File: config.mk
export PLATFORM = sky130hd
export DESIGN_NAME = l2mc_regs
export DESIGN_NICKNAME = d
export VERILOG_FILES = /design/src/verilog/l2mc_pkg.sv /design/src/verilog/l2mc_regs.sv /design/src/verilog/l2mc_idle_timer.sv
export VERILOG_INCLUDE_DIRS = /design/src /design/src/verilog
export SDC_FILE = /design/constraint.sdc
export NUM_CORES = 1
export LEC_CHECK = 0
export BUFFER_PORTS_ARGS = -buffer_cell sky130_fd_sc_hd__buf_2
export CAP_MARGIN = 20
export CELL_PAD_IN_SITES_DETAIL_PLACEMENT = 0
export CELL_PAD_IN_SITES_GLOBAL_PLACEMENT = 1
export CORE_ASPECT_RATIO = 2
export CORE_MARGIN = 2
export CORE_UTILIZATION = 42
export DETAILED_ROUTE_END_ITERATION = 6
export HOLD_SLACK_MARGIN = 0.03
export PLACE_DENSITY_LB_ADDON = 0.1
export SLEW_MARGIN = 0
export SYNTH_ARGS = -nofsm -noshare
export SYNTH_HDL_FRONTEND = slang
export SYNTH_SLANG_ARGS = --single-unit
File: constraint.sdc
create_clock -name CORE_CLK_I -period 2.65 [get_ports CORE_CLK_I]
set_input_delay 0.3975 -clock CORE_CLK_I [delete_from_list [all_inputs] [get_ports CORE_CLK_I]]
set_output_delay 0.3975 -clock CORE_CLK_I [all_outputs]
set_load 0.01 [all_outputs]
File: src/verilog/l2mc_consts.svh
`ifndef L2MC_CONSTS_SVH
`define L2MC_CONSTS_SVH

// ==========================================================
// Main control field positions
`define L2MC_RSTDIS_BIT      31
`define L2MC_FLUSH_MSB       30
`define L2MC_FLUSH_LSB       27
`define L2MC_CORES_MSB       25
`define L2MC_CORES_LSB       24
`define L2MC_PF_FULL_BIT     22
`define L2MC_PF_DIS_BIT      21
`define L2MC_EVICT_DIS_BIT   20
`define L2MC_ECC_DIS_BIT     19
`define L2MC_DC_DIS_BIT      18
`define L2MC_TAG_SETUP_LSB   15
`define L2MC_TAG_READ_LSB    12
`define L2MC_TAG_WRITE_LSB   9
`define L2MC_DAT_SETUP_LSB   6
`define L2MC_DAT_READ_LSB    3
`define L2MC_DAT_WRITE_LSB   0
`define L2MC_LAT_W           3

// ==========================================================
// Extended control field positions
`define L2MC_ECC_ERR_BIT     30
`define L2MC_AXI_ERR_BIT     29
`define L2MC_SLEEP_MSB       4
`define L2MC_SLEEP_LSB       3
`define L2MC_RET_MSB         2
`define L2MC_RET_LSB         0

// ==========================================================
// Reset values
`define L2MC_FLUSH_RST       4'h0
`define L2MC_BIT_RST         1'b0
`define L2MC_LAT_RST         3'h0
`define L2MC_SLEEP_RST       2'h0
`define L2MC_RET_RST         3'h0
`define L2MC_CYC_RST         4'h1

// ==========================================================
// Idle delay counts, in clock cycles or timer ticks
`define L2MC_CNT_W           10
`define L2MC_SLEEP_16        10'h010
`define L2MC_SLEEP_32        10'h020
`define L2MC_RET_2           10'h002
`define L2MC_RET_8           10'h008
`define L2MC_RET_32          10'h020
`define L2MC_RET_64          10'h040
`define L2MC_RET_128         10'h080
`define L2MC_RET_256         10'h100
`define L2MC_RET_512         10'h200

`endif

File: src/verilog/l2mc_pkg.sv
package l2mc_pkg;

    typedef enum logic [1:0] {
        L2MC_EL0 = 2'b00,
        L2MC_EL1 = 2'b01,
        L2MC_EL2 = 2'b10,
        L2MC_EL3 = 2'b11
    } l2mc_el_t;

    typedef enum logic {
        L2MC_SEL_MAIN = 1'b0,
        L2MC_SEL_EXT  = 1'b1
    } l2mc_sel_t;

endpackage : l2mc_pkg

File: src/verilog/l2mc_regs.sv
`timescale 1ns/1ns
`include "l2mc_consts.svh"

module l2mc_regs #(
    parameter int NUM_CORES = 4
) (
    input  wire logic        CORE_CLK_I,
    input  wire logic        NRST_I,
    input  wire logic        ACC_VALID_I,
    input  wire logic        ACC_WRITE_I,
    input  wire logic        ACC_SEL_I,
    input  wire logic [1:0]  ACC_EL_I,
    input  wire logic [31:0] ACC_WDATA_I,
    input  wire logic        AUX_CONTROL_LEVEL3_I,
    input  wire logic        AUX_CONTROL_LEVEL2_I,
    input  wire logic        NONSECURE_STATE_BIT_I,
    input  wire logic        RST_DISABLE_I,
    input  wire logic        ECC_DOUBLE_ERR_I,
    input  wire logic        AXI_ASYNC_ERR_I,
    input  wire logic        RAM_IDLE_I,
    input  wire logic        TIMER_TICK_I,
    output logic             ACC_DONE_O,
    output logic [31:0]      ACC_RDATA_O,
    output logic             ACC_TRAP_O,
    output logic [1:0]       ACC_TRAP_EL_O,
    output logic [3:0]       FLUSH_INC_O,
    output logic             PF_FULL_DIS_O,
    output logic             PF_DIS_O,
    output logic             EVICT_DIS_O,
    output logic             ECC_DIS_O,
    output logic             DCACHE_DIS_O,
    output logic [3:0]       TAG_SETUP_CYC_O,
    output logic [3:0]       TAG_READ_CYC_O,
    output logic [3:0]       TAG_WRITE_CYC_O,
    output logic [3:0]       DAT_SETUP_CYC_O,
    output logic [3:0]       DAT_READ_CYC_O,
    output logic [3:0]       DAT_WRITE_CYC_O,
    output logic             LIGHT_SLEEP_O,
    output logic             RETENTION_O
);

    // ==========================================================
    // Elaboration checks
    if (NUM_CORES < 1 || NUM_CORES > 4) begin : g_bad_cores
        $error("NUM_CORES must be 1 to 4");
    end

    localparam logic [1:0] CORE_CODE = 2'(NUM_CORES - 1);

    // ==========================================================
    // Helpers
    function automatic logic [3:0] plus_one(input logic [2:0] v);
        return {1'b0, v} + 4'h1;
    endfunction : plus_one

    // EL1 writes only if every level above lets it through; EL0 never writes, EL2 and EL3 always do
    function automatic logic write_ok(input logic [1:0] el, input logic a3, input logic a2,
                                      input logic ns);
        if (el == l2mc_pkg::L2MC_EL0) begin
            return 1'b0;
        end else if (el == l2mc_pkg::L2MC_EL1) begin
            return a3 && (a2 || !ns);
        end
        return 1'b1;
    endfunction : write_ok

    // Lowest refusing level wins when both refuse
    function automatic logic [1:0] trap_level(input logic [1:0] el, input logic a2, input logic ns);
        if (el == l2mc_pkg::L2MC_EL0) begin
            return l2mc_pkg::L2MC_EL1;
        end else if (ns && !a2) begin
            return l2mc_pkg::L2MC_EL2;
        end
        return l2mc_pkg::L2MC_EL3;
    endfunction : trap_level

    function automatic logic [`L2MC_CNT_W-1:0] sleep_limit(input logic [1:0] code);
        case (code)
            2'h0:    return '0;
            2'h1:    return `L2MC_SLEEP_16;
            default: return `L2MC_SLEEP_32;
        endcase
    endfunction : sleep_limit

    function automatic logic [`L2MC_CNT_W-1:0] ret_limit(input logic [2:0] code);
        case (code)
            3'h1:    return `L2MC_RET_2;
            3'h2:    return `L2MC_RET_8;
            3'h3:    return `L2MC_RET_32;
            3'h4:    return `L2MC_RET_64;
            3'h5:    return `L2MC_RET_128;
            3'h6:    return `L2MC_RET_256;
            3'h7:    return `L2MC_RET_512;
            default: return '0;
        endcase
    endfunction : ret_limit

    // ==========================================================
    // Access decode
    logic        rst_dis_meta;
    logic        rst_dis;
    logic        permit;
    logic        wr_main;
    logic        wr_ext;
    logic        clr_ecc;
    logic        clr_axi;
    logic [2:0]  lat [6];
    logic        ecc_flag;
    logic        axi_flag;
    logic [1:0]  sleep_sel;
    logic [2:0]  ret_sel;
    logic [31:0] main_word;
    logic [31:0] ext_word;

    assign permit  = write_ok(ACC_EL_I, AUX_CONTROL_LEVEL3_I, AUX_CONTROL_LEVEL2_I,
                              NONSECURE_STATE_BIT_I);
    // Security state is not part of the decode: one shared copy
    assign wr_main = ACC_VALID_I && ACC_WRITE_I && permit && (ACC_SEL_I == l2mc_pkg::L2MC_SEL_MAIN);
    assign wr_ext  = ACC_VALID_I && ACC_WRITE_I && permit && (ACC_SEL_I == l2mc_pkg::L2MC_SEL_EXT);
    assign clr_ecc = wr_ext && !ACC_WDATA_I[`L2MC_ECC_ERR_BIT];
    assign clr_axi = wr_ext && !ACC_WDATA_I[`L2MC_AXI_ERR_BIT];

    // ==========================================================
    // Strap pin synchroniser
    always_ff @(posedge CORE_CLK_I or negedge NRST_I) begin
        if (!NRST_I) begin
            rst_dis_meta <= 1'b0;
            rst_dis      <= 1'b0;
        end else begin
            rst_dis_meta <= RST_DISABLE_I;
            rst_dis      <= rst_dis_meta;
        end
    end

    // ==========================================================
    // Main control storage
    always_ff @(posedge CORE_CLK_I or negedge NRST_I) begin
        if (!NRST_I) begin
            FLUSH_INC_O   <= `L2MC_FLUSH_RST;
            PF_FULL_DIS_O <= `L2MC_BIT_RST;
            PF_DIS_O      <= `L2MC_BIT_RST;
            EVICT_DIS_O   <= `L2MC_BIT_RST;
            ECC_DIS_O     <= `L2MC_BIT_RST;
            DCACHE_DIS_O  <= `L2MC_BIT_RST;
        end else if (wr_main) begin
            FLUSH_INC_O   <= ACC_WDATA_I[`L2MC_FLUSH_MSB:`L2MC_FLUSH_LSB];
            PF_FULL_DIS_O <= ACC_WDATA_I[`L2MC_PF_FULL_BIT];
            PF_DIS_O      <= ACC_WDATA_I[`L2MC_PF_DIS_BIT];
            EVICT_DIS_O   <= ACC_WDATA_I[`L2MC_EVICT_DIS_BIT];
            ECC_DIS_O     <= ACC_WDATA_I[`L2MC_ECC_DIS_BIT];
            // Multi-cluster use relies on software leaving this clear
            DCACHE_DIS_O  <= ACC_WDATA_I[`L2MC_DC_DIS_BIT];
        end
    end

    // Six latency fields: tag setup/read/write, data setup/read/write
    always_ff @(posedge CORE_CLK_I or negedge NRST_I) begin
        if (!NRST_I) begin
            for (int i = 0; i < 6; i++) begin
                lat[i] <= `L2MC_LAT_RST;
            end
        end else if (wr_main) begin
            lat[0] <= ACC_WDATA_I[`L2MC_TAG_SETUP_LSB +: `L2MC_LAT_W];
            lat[1] <= ACC_WDATA_I[`L2MC_TAG_READ_LSB +: `L2MC_LAT_W];
            lat[2] <= ACC_WDATA_I[`L2MC_TAG_WRITE_LSB +: `L2MC_LAT_W];
            lat[3] <= ACC_WDATA_I[`L2MC_DAT_SETUP_LSB +: `L2MC_LAT_W];
            lat[4] <= ACC_WDATA_I[`L2MC_DAT_READ_LSB +: `L2MC_LAT_W];
            lat[5] <= ACC_WDATA_I[`L2MC_DAT_WRITE_LSB +: `L2MC_LAT_W];
        end
    end

    // Cycle counts handed to the RAM sequencer
    always_ff @(posedge CORE_CLK_I or negedge NRST_I) begin
        if (!NRST_I) begin
            TAG_SETUP_CYC_O <= `L2MC_CYC_RST;
            TAG_READ_CYC_O  <= `L2MC_CYC_RST;
            TAG_WRITE_CYC_O <= `L2MC_CYC_RST;
            DAT_SETUP_CYC_O <= `L2MC_CYC_RST;
            DAT_READ_CYC_O  <= `L2MC_CYC_RST;
            DAT_WRITE_CYC_O <= `L2MC_CYC_RST;
        end else begin
            TAG_SETUP_CYC_O <= plus_one(lat[0]);
            TAG_READ_CYC_O  <= plus_one(lat[1]);
            TAG_WRITE_CYC_O <= plus_one(lat[2]);
            DAT_SETUP_CYC_O <= plus_one(lat[3]);
            DAT_READ_CYC_O  <= plus_one(lat[4]);
            DAT_WRITE_CYC_O <= plus_one(lat[5]);
        end
    end

    // ==========================================================
    // Extended control storage
    always_ff @(posedge CORE_CLK_I or negedge NRST_I) begin
        if (!NRST_I) begin
            sleep_sel <= `L2MC_SLEEP_RST;
            ret_sel   <= `L2MC_RET_RST;
        end else if (wr_ext) begin
            sleep_sel <= ACC_WDATA_I[`L2MC_SLEEP_MSB:`L2MC_SLEEP_LSB];
            ret_sel   <= ACC_WDATA_I[`L2MC_RET_MSB:`L2MC_RET_LSB];
        end
    end

    // Error in the same cycle as a clear still lands
    always_ff @(posedge CORE_CLK_I or negedge NRST_I) begin
        if (!NRST_I) begin
            ecc_flag <= 1'b0;
            axi_flag <= 1'b0;
        end else begin
            ecc_flag <= ECC_DOUBLE_ERR_I || (ecc_flag && !clr_ecc);
            axi_flag <= AXI_ASYNC_ERR_I || (axi_flag && !clr_axi);
        end
    end

    // ==========================================================
    // Read words; everything not placed is zero
    always_comb begin
        main_word = '0;
        main_word[`L2MC_RSTDIS_BIT] = rst_dis;
        main_word[`L2MC_FLUSH_MSB:`L2MC_FLUSH_LSB] = FLUSH_INC_O;
        main_word[`L2MC_CORES_MSB:`L2MC_CORES_LSB] = CORE_CODE;
        main_word[`L2MC_PF_FULL_BIT] = PF_FULL_DIS_O;
        main_word[`L2MC_PF_DIS_BIT] = PF_DIS_O;
        main_word[`L2MC_EVICT_DIS_BIT] = EVICT_DIS_O;
        main_word[`L2MC_ECC_DIS_BIT] = ECC_DIS_O;
        main_word[`L2MC_DC_DIS_BIT] = DCACHE_DIS_O;
        main_word[`L2MC_TAG_SETUP_LSB +: `L2MC_LAT_W] = lat[0];
        main_word[`L2MC_TAG_READ_LSB +: `L2MC_LAT_W] = lat[1];
        main_word[`L2MC_TAG_WRITE_LSB +: `L2MC_LAT_W] = lat[2];
        main_word[`L2MC_DAT_SETUP_LSB +: `L2MC_LAT_W] = lat[3];
        main_word[`L2MC_DAT_READ_LSB +: `L2MC_LAT_W] = lat[4];
        main_word[`L2MC_DAT_WRITE_LSB +: `L2MC_LAT_W] = lat[5];
        ext_word = '0;
        ext_word[`L2MC_ECC_ERR_BIT] = ecc_flag;
        ext_word[`L2MC_AXI_ERR_BIT] = axi_flag;
        ext_word[`L2MC_SLEEP_MSB:`L2MC_SLEEP_LSB] = sleep_sel;
        ext_word[`L2MC_RET_MSB:`L2MC_RET_LSB] = ret_sel;
    end

    // ==========================================================
    // Access answer, one cycle after the request
    always_ff @(posedge CORE_CLK_I or negedge NRST_I) begin
        if (!NRST_I) begin
            ACC_DONE_O    <= 1'b0;
            ACC_TRAP_O    <= 1'b0;
            ACC_TRAP_EL_O <= 2'h0;
            ACC_RDATA_O   <= 32'h0;
        end else begin
            ACC_DONE_O    <= ACC_VALID_I;
            ACC_TRAP_O    <= 1'b0;
            ACC_TRAP_EL_O <= 2'h0;
            ACC_RDATA_O   <= 32'h0;
            if (ACC_VALID_I) begin
                if ((ACC_WRITE_I && !permit) || (ACC_EL_I == l2mc_pkg::L2MC_EL0)) begin
                    ACC_TRAP_O    <= 1'b1;
                    ACC_TRAP_EL_O <= trap_level(ACC_EL_I, AUX_CONTROL_LEVEL2_I, NONSECURE_STATE_BIT_I);
                end else if (!ACC_WRITE_I) begin
                    ACC_RDATA_O   <= (ACC_SEL_I == l2mc_pkg::L2MC_SEL_EXT) ? ext_word : main_word;
                end
            end
        end
    end

    // ==========================================================
    // Low-power entry timers
    l2mc_idle_timer #(
        .WIDTH     (`L2MC_CNT_W)
    ) u_sleep_timer (
        .clk_i     (CORE_CLK_I),
        .nrst_i    (NRST_I),
        .idle_i    (RAM_IDLE_I),
        .step_i    (1'b1),
        .enable_i  (1'b1),
        .limit_i   (sleep_limit(sleep_sel)),
        .reached_o (LIGHT_SLEEP_O)
    );

    l2mc_idle_timer #(
        .WIDTH     (`L2MC_CNT_W)
    ) u_ret_timer (
        .clk_i     (CORE_CLK_I),
        .nrst_i    (NRST_I),
        .idle_i    (RAM_IDLE_I),
        .step_i    (TIMER_TICK_I),
        .enable_i  (ret_sel != 3'h0),
        .limit_i   (ret_limit(ret_sel)),
        .reached_o (RETENTION_O)
    );
endmodule : l2mc_regs

File: src/verilog/l2mc_idle_timer.sv
`timescale 1ns/1ns
`include "l2mc_consts.svh"

module l2mc_idle_timer #(
    parameter int WIDTH = `L2MC_CNT_W
) (
    input  wire logic             clk_i,
    input  wire logic             nrst_i,
    input  wire logic             idle_i,
    input  wire logic             step_i,
    input  wire logic             enable_i,
    input  wire logic [WIDTH-1:0] limit_i,
    output logic                  reached_o
);

    logic [WIDTH-1:0] count;

    // ==========================================================
    // Idle step counter; any activity restarts the wait
    always_ff @(posedge clk_i or negedge nrst_i) begin
        if (!nrst_i) begin
            count <= '0;
        end else if (!idle_i || !enable_i) begin
            count <= '0;
        end else if (step_i && (count < limit_i)) begin
            count <= count + WIDTH'(1);
        end
    end

    // Limit is read live so a rewrite takes hold at once
    always_ff @(posedge clk_i or negedge nrst_i) begin
        if (!nrst_i) begin
            reached_o <= 1'b0;
        end else begin
            reached_o <= idle_i && enable_i && (count >= limit_i);
        end
    end

endmodule : l2mc_idle_timer

==> flow_metrics.env <==
export IMPL_drcViolationCount=0
export IMPL_worstPathArrival_ns=2.72
export IMPL_slowest_stage="dfrtp_1"
export IMPL_start_util_pct=42.8
export IMPL_critPathKind="register to register"
export IMPL_ys_warn_count=0
export IMPL_synth_seq_cells=115
export IMPL_seqPwrFrac_pct=42.2
export IMPL_vias=3035
export IMPL_placed_cell_area_mm2=0.00535
export IMPL_ys_async_sr_fraction_pct=100
export IMPL_dp_hpwl_um=6870
export IMPL_core_area_mm2=0.0108
export IMPL_path_clk_slew_ns=0.05
export IMPL_end_kind="register"
export IMPL_instances_no_fill=629
export IMPL_tightest_slew_ns=0.609
export IMPL_num_rows=54
export IMPL_cts_buffer_depth=2
export IMPL_gr_usage_all_layers_pct=18.6
export IMPL_dr_first_iter_drc_count=114
export IMPL_slew_violations=0
export IMPL_max_freq_ghz=0.413
export IMPL_clk_latency_ns=0.41
export IMPL_layout_drive_gt1_share_pct=39.9
export IMPL_cp_start_kind="register"
export IMPL_syn_area_mm2=0.00463
export IMPL_netlist_area_leader_share_pct=58.9
export IMPL_first_pass_iters=4
export IMPL_hp_class="primary input to asynchronous set/reset pin"
export IMPL_antenna_left=0
export IMPL_path_max_fanout=9
export IMPL_avgSynthCellArea_um2=13.2
export IMPL_p_per_area_mw_per_mm2=882
export IMPL_grt_pass1_vias=3407
export IMPL_routed_via_density=4.83
export IMPL_grtUsageMet2_pct=33.8
export IMPL_total_leakage_power_nw=2.99
export IMPL_dieHeight_um=152
export IMPL_tritoncts="done"
export IMPL_grt_overflow_total=0
export IMPL_p_int_mw=3.80
export IMPL_grt_max_degree=116
export IMPL_hold_viol_final=0
export IMPL_boundaryPins=118
export IMPL_syn_inst=352
export IMPL_globalplace_congestion=0.791
export IMPL_relSlewSlack_pct=59.4
export IMPL_tns_ns=0
export IMPL_cts_buffers=17
export IMPL_cts_htree_levels=4
export IMPL_cp_required_ns=2.95
export IMPL_comb_power_share_pct=16.2
export IMPL_routed_wl_um=9640
export IMPL_finalSetupViolations=0
export IMPL_cts_root_buffer="clkbuf_16"
export IMPL_path_cells="nor2_1 -> nand2_1 -> ha_1 -> a211o_1 -> a221o_2 -> a211oi_2 -> a21oi_1 -> a31o_1"
export IMPL_hold_ws_ns=0.0417
export IMPL_vdd_ir_drop_max_mv=0.516
export IMPL_max_cap_violations=0
export IMPL_synth_flop_cell="dfrtp_1"
export IMPL_cts_sinks=115
export IMPL_fillCellCount=990
export IMPL_portBuffers=110
export IMPL_final_util_pct=55.1
export IMPL_synth_cell_types=46
export IMPL_yosysSeqAreaShare_pct=62.3
export IMPL_netlist_top_cells_area="dfrtp_1 (59%), mux2_2 (6.8%), ha_1 (4.9%), and2_1 (3.5%), dfstp_2 (3.4%)"
export IMPL_die_x_um=78.2
export IMPL_die_area_mm2=0.0119
export IMPL_switching_share_pct=27.7
export IMPL_p_clk_share_pct=41.5
export IMPL_gr_usage_met1_pct=19.0
export IMPL_final_area_mm2=0.00596
export IMPL_outcome="finished, final reports clean"
export IMPL_p_sw_mw=1.46
export IMPL_area_growth_pct=28.7
export IMPL_gr_usage_met3_pct=6.28
export IMPL_layout_nets=541
export IMPL_antenna_found_initial=0
export IMPL_synth_top_cell_by_area="dfrtp_1"
export IMPL_multi_input_area_mm2=0.00163
export IMPL_fin_crit_sh_pct=91.4
export IMPL_critical_path_max_stage_delay_ns=0.45
export IMPL_post_route_min_period_ns=2.42
export IMPL_grt_busiest_layer="met2"
export IMPL_antennaDiodeCount=0
export IMPL_synth_edf_count=0
export IMPL_grt_pass1_wl_um=16800
export IMPL_placedCellCount=595
export IMPL_skew_ns=0.00724
export IMPL_rsz0062_at_grt="no"
export IMPL_wl_per_cell_um=15.3
export IMPL_ff_latch_area_mm2=0.00289
[state kept, by name (all words and copies together), names as in the netlist, 3 cells and up]
register             cells
DAT_WRITE_CYC_O          4
u_sleep_timer.count     10
TAG_WRITE_CYC_O          4
ACC_RDATA_O             29
u_ret_timer.count       10
FLUSH_INC_O              4
ret_sel                  3
TAG_READ_CYC_O           4
DAT_READ_CYC_O           4
TAG_SETUP_CYC_O          4
lat                     18
DAT_SETUP_CYC_O          4
[power by group through the flow]
stage | combinational, mW | clock (mW) | sequential, mW
final | 0.852 | 2.18 | 2.22
after global routing | 0.970 | 2.32 | 2.26
after CTS | 0.866 | 2.24 | 2.23
after detailed placement | 0.864 | 0 | 2.25
after global placement | 0.843 | 0 | 2.24
after floorplan | 0.437 | 0 | 2.30
[cell families (layout without fill, tap and decap cells)]
family | Yosys count | count (layout) | share of synthesized area, %
multiplexers | 41 | 41 | 9.73
buffers and inverters | 30 | 166 | 2.89
adder cells (fa/ha/maj) | 18 | 18 | 4.86
AND/OR/NAND/NOR | 101 | 101 | 11.9
flip-flops | 115 | 115 | 62.3
XOR/XNOR | 19 | 19 | 3.59
AO/OA/AOI/OAI | 27 | 27 | 4.67
other | 1 | 2 | 0.0810
[worst paths after layout]
kind | startpoint | end | slack [ns] | cells after the start
setup / recovery | ret_sel[2]$_DFFE_PN0P_ | u_ret_timer.count[7]$_DFFE_PN0P_ | 0.23 | 8
hold / removal | NRST_I | u_ret_timer.count[1]$_DFFE_PN0P_ | 0.04 | 2
setup reg to reg | ret_sel[2]$_DFFE_PN0P_ | u_ret_timer.count[7]$_DFFE_PN0P_ | 0.23 | 8
hold reg to reg | rst_dis_meta$_DFF_PN0_ | rst_dis$_DFF_PN0_ | 0.35 | 0
max in group asynchronous | NRST_I | ret_sel[0]$_DFFE_PN0P_ | 2.13 | 2
min in group CORE_CLK_I | RST_DISABLE_I | rst_dis_meta$_DFF_PN0_ | 0.09 | 1
[critical path, delay by kind of cell, from the launching register on]
| kind | cells | cell delay, ns |
|---|---|---|
| and+or+nand+nor | 2 | 0.19 |
| adders and majority gates | 1 | 0.29 |
| AOI/OAI and AO/OA | 5 | 1.37 |
| DFF | 1 | 0.45 |
[cell type report]
class                   count  share of cell area (%)
flip-flops and latches    115                    48.4
multi-input cells         208                    27.4
repair buffers            118                    10.5
clock buffers              20                    7.66
well taps                 140                    2.94
clock inverters            12                    2.04
inverters                  16                    1.01
[cells in the final DEF (no fill, tap or decap), drive strengths merged, types with 2 or more instances in the layout]
cell type / Yosys / final
buf: 7 / 118
dfrtp: 109 / 109
mux2: 32 / 32
nor2: 28 / 28
and2: 26 / 26
inv: 16 / 21
clkbuf: 7 / 20
ha: 18 / 18
xnor2: 12 / 12
mux2i: 9 / 9
nand2: 8 / 8
and3: 7 / 7
xor2: 7 / 7
nand3: 7 / 7
dfstp: 6 / 6
nand4: 5 / 5
a21oi: 5 / 5
nor3: 5 / 5
o21ai: 4 / 4
clkinvlp: 0 / 4
a211oi: 4 / 4
nand2b: 3 / 3
nand3b: 3 / 3
nor2b: 3 / 3
a31o: 3 / 3
a2111oi: 3 / 3
o211ai: 2 / 2
conb: 1 / 2
clkinv: 0 / 2
[timing repair]
action,4_1_cts,5_1_grt
hold buffers,0,0
gates resized for setup,0,4
buffers inserted,0,1
endpoints found under the setup margin,0,8
[routing by layer]
| metal | vias to the layer above | wire length (µm) |
|---|---|---|
| met1 | 1503 | 3420 |
| met2 | 78 | 5540 |
| met4 | 0 | 129 |
| met5 | - | 0 |
| li1 | 1444 | - |
| met3 | 10 | 557 |
[through the flow]
step / power [mW] / setup WS [ns]
global route: 5.56 / 0.00692
global placement: 3.09 / 0.157
floorplan: 2.74 / 0.235
CTS: 5.33 / 0.136
finish: 5.26 / 0.228
detailed placement: 3.12 / 0.151
[cells in the mapped netlist (4+ instances only)]
cell	count
and3_1	7
dfstp_2	6
and2_1	26
xnor2_1	12
nand4_1	5
nor2_1	28
mux2_1	4
a21oi_1	5
xor2_1	7
nand3_1	7
nand2_1	8
nor3_1	4
mux2i_1	9
inv_1	16
ha_1	18
dfrtp_1	109
mux2_2	28
clkbuf_1	7
o21ai_0	4
(Power assumes the default switching activity.)
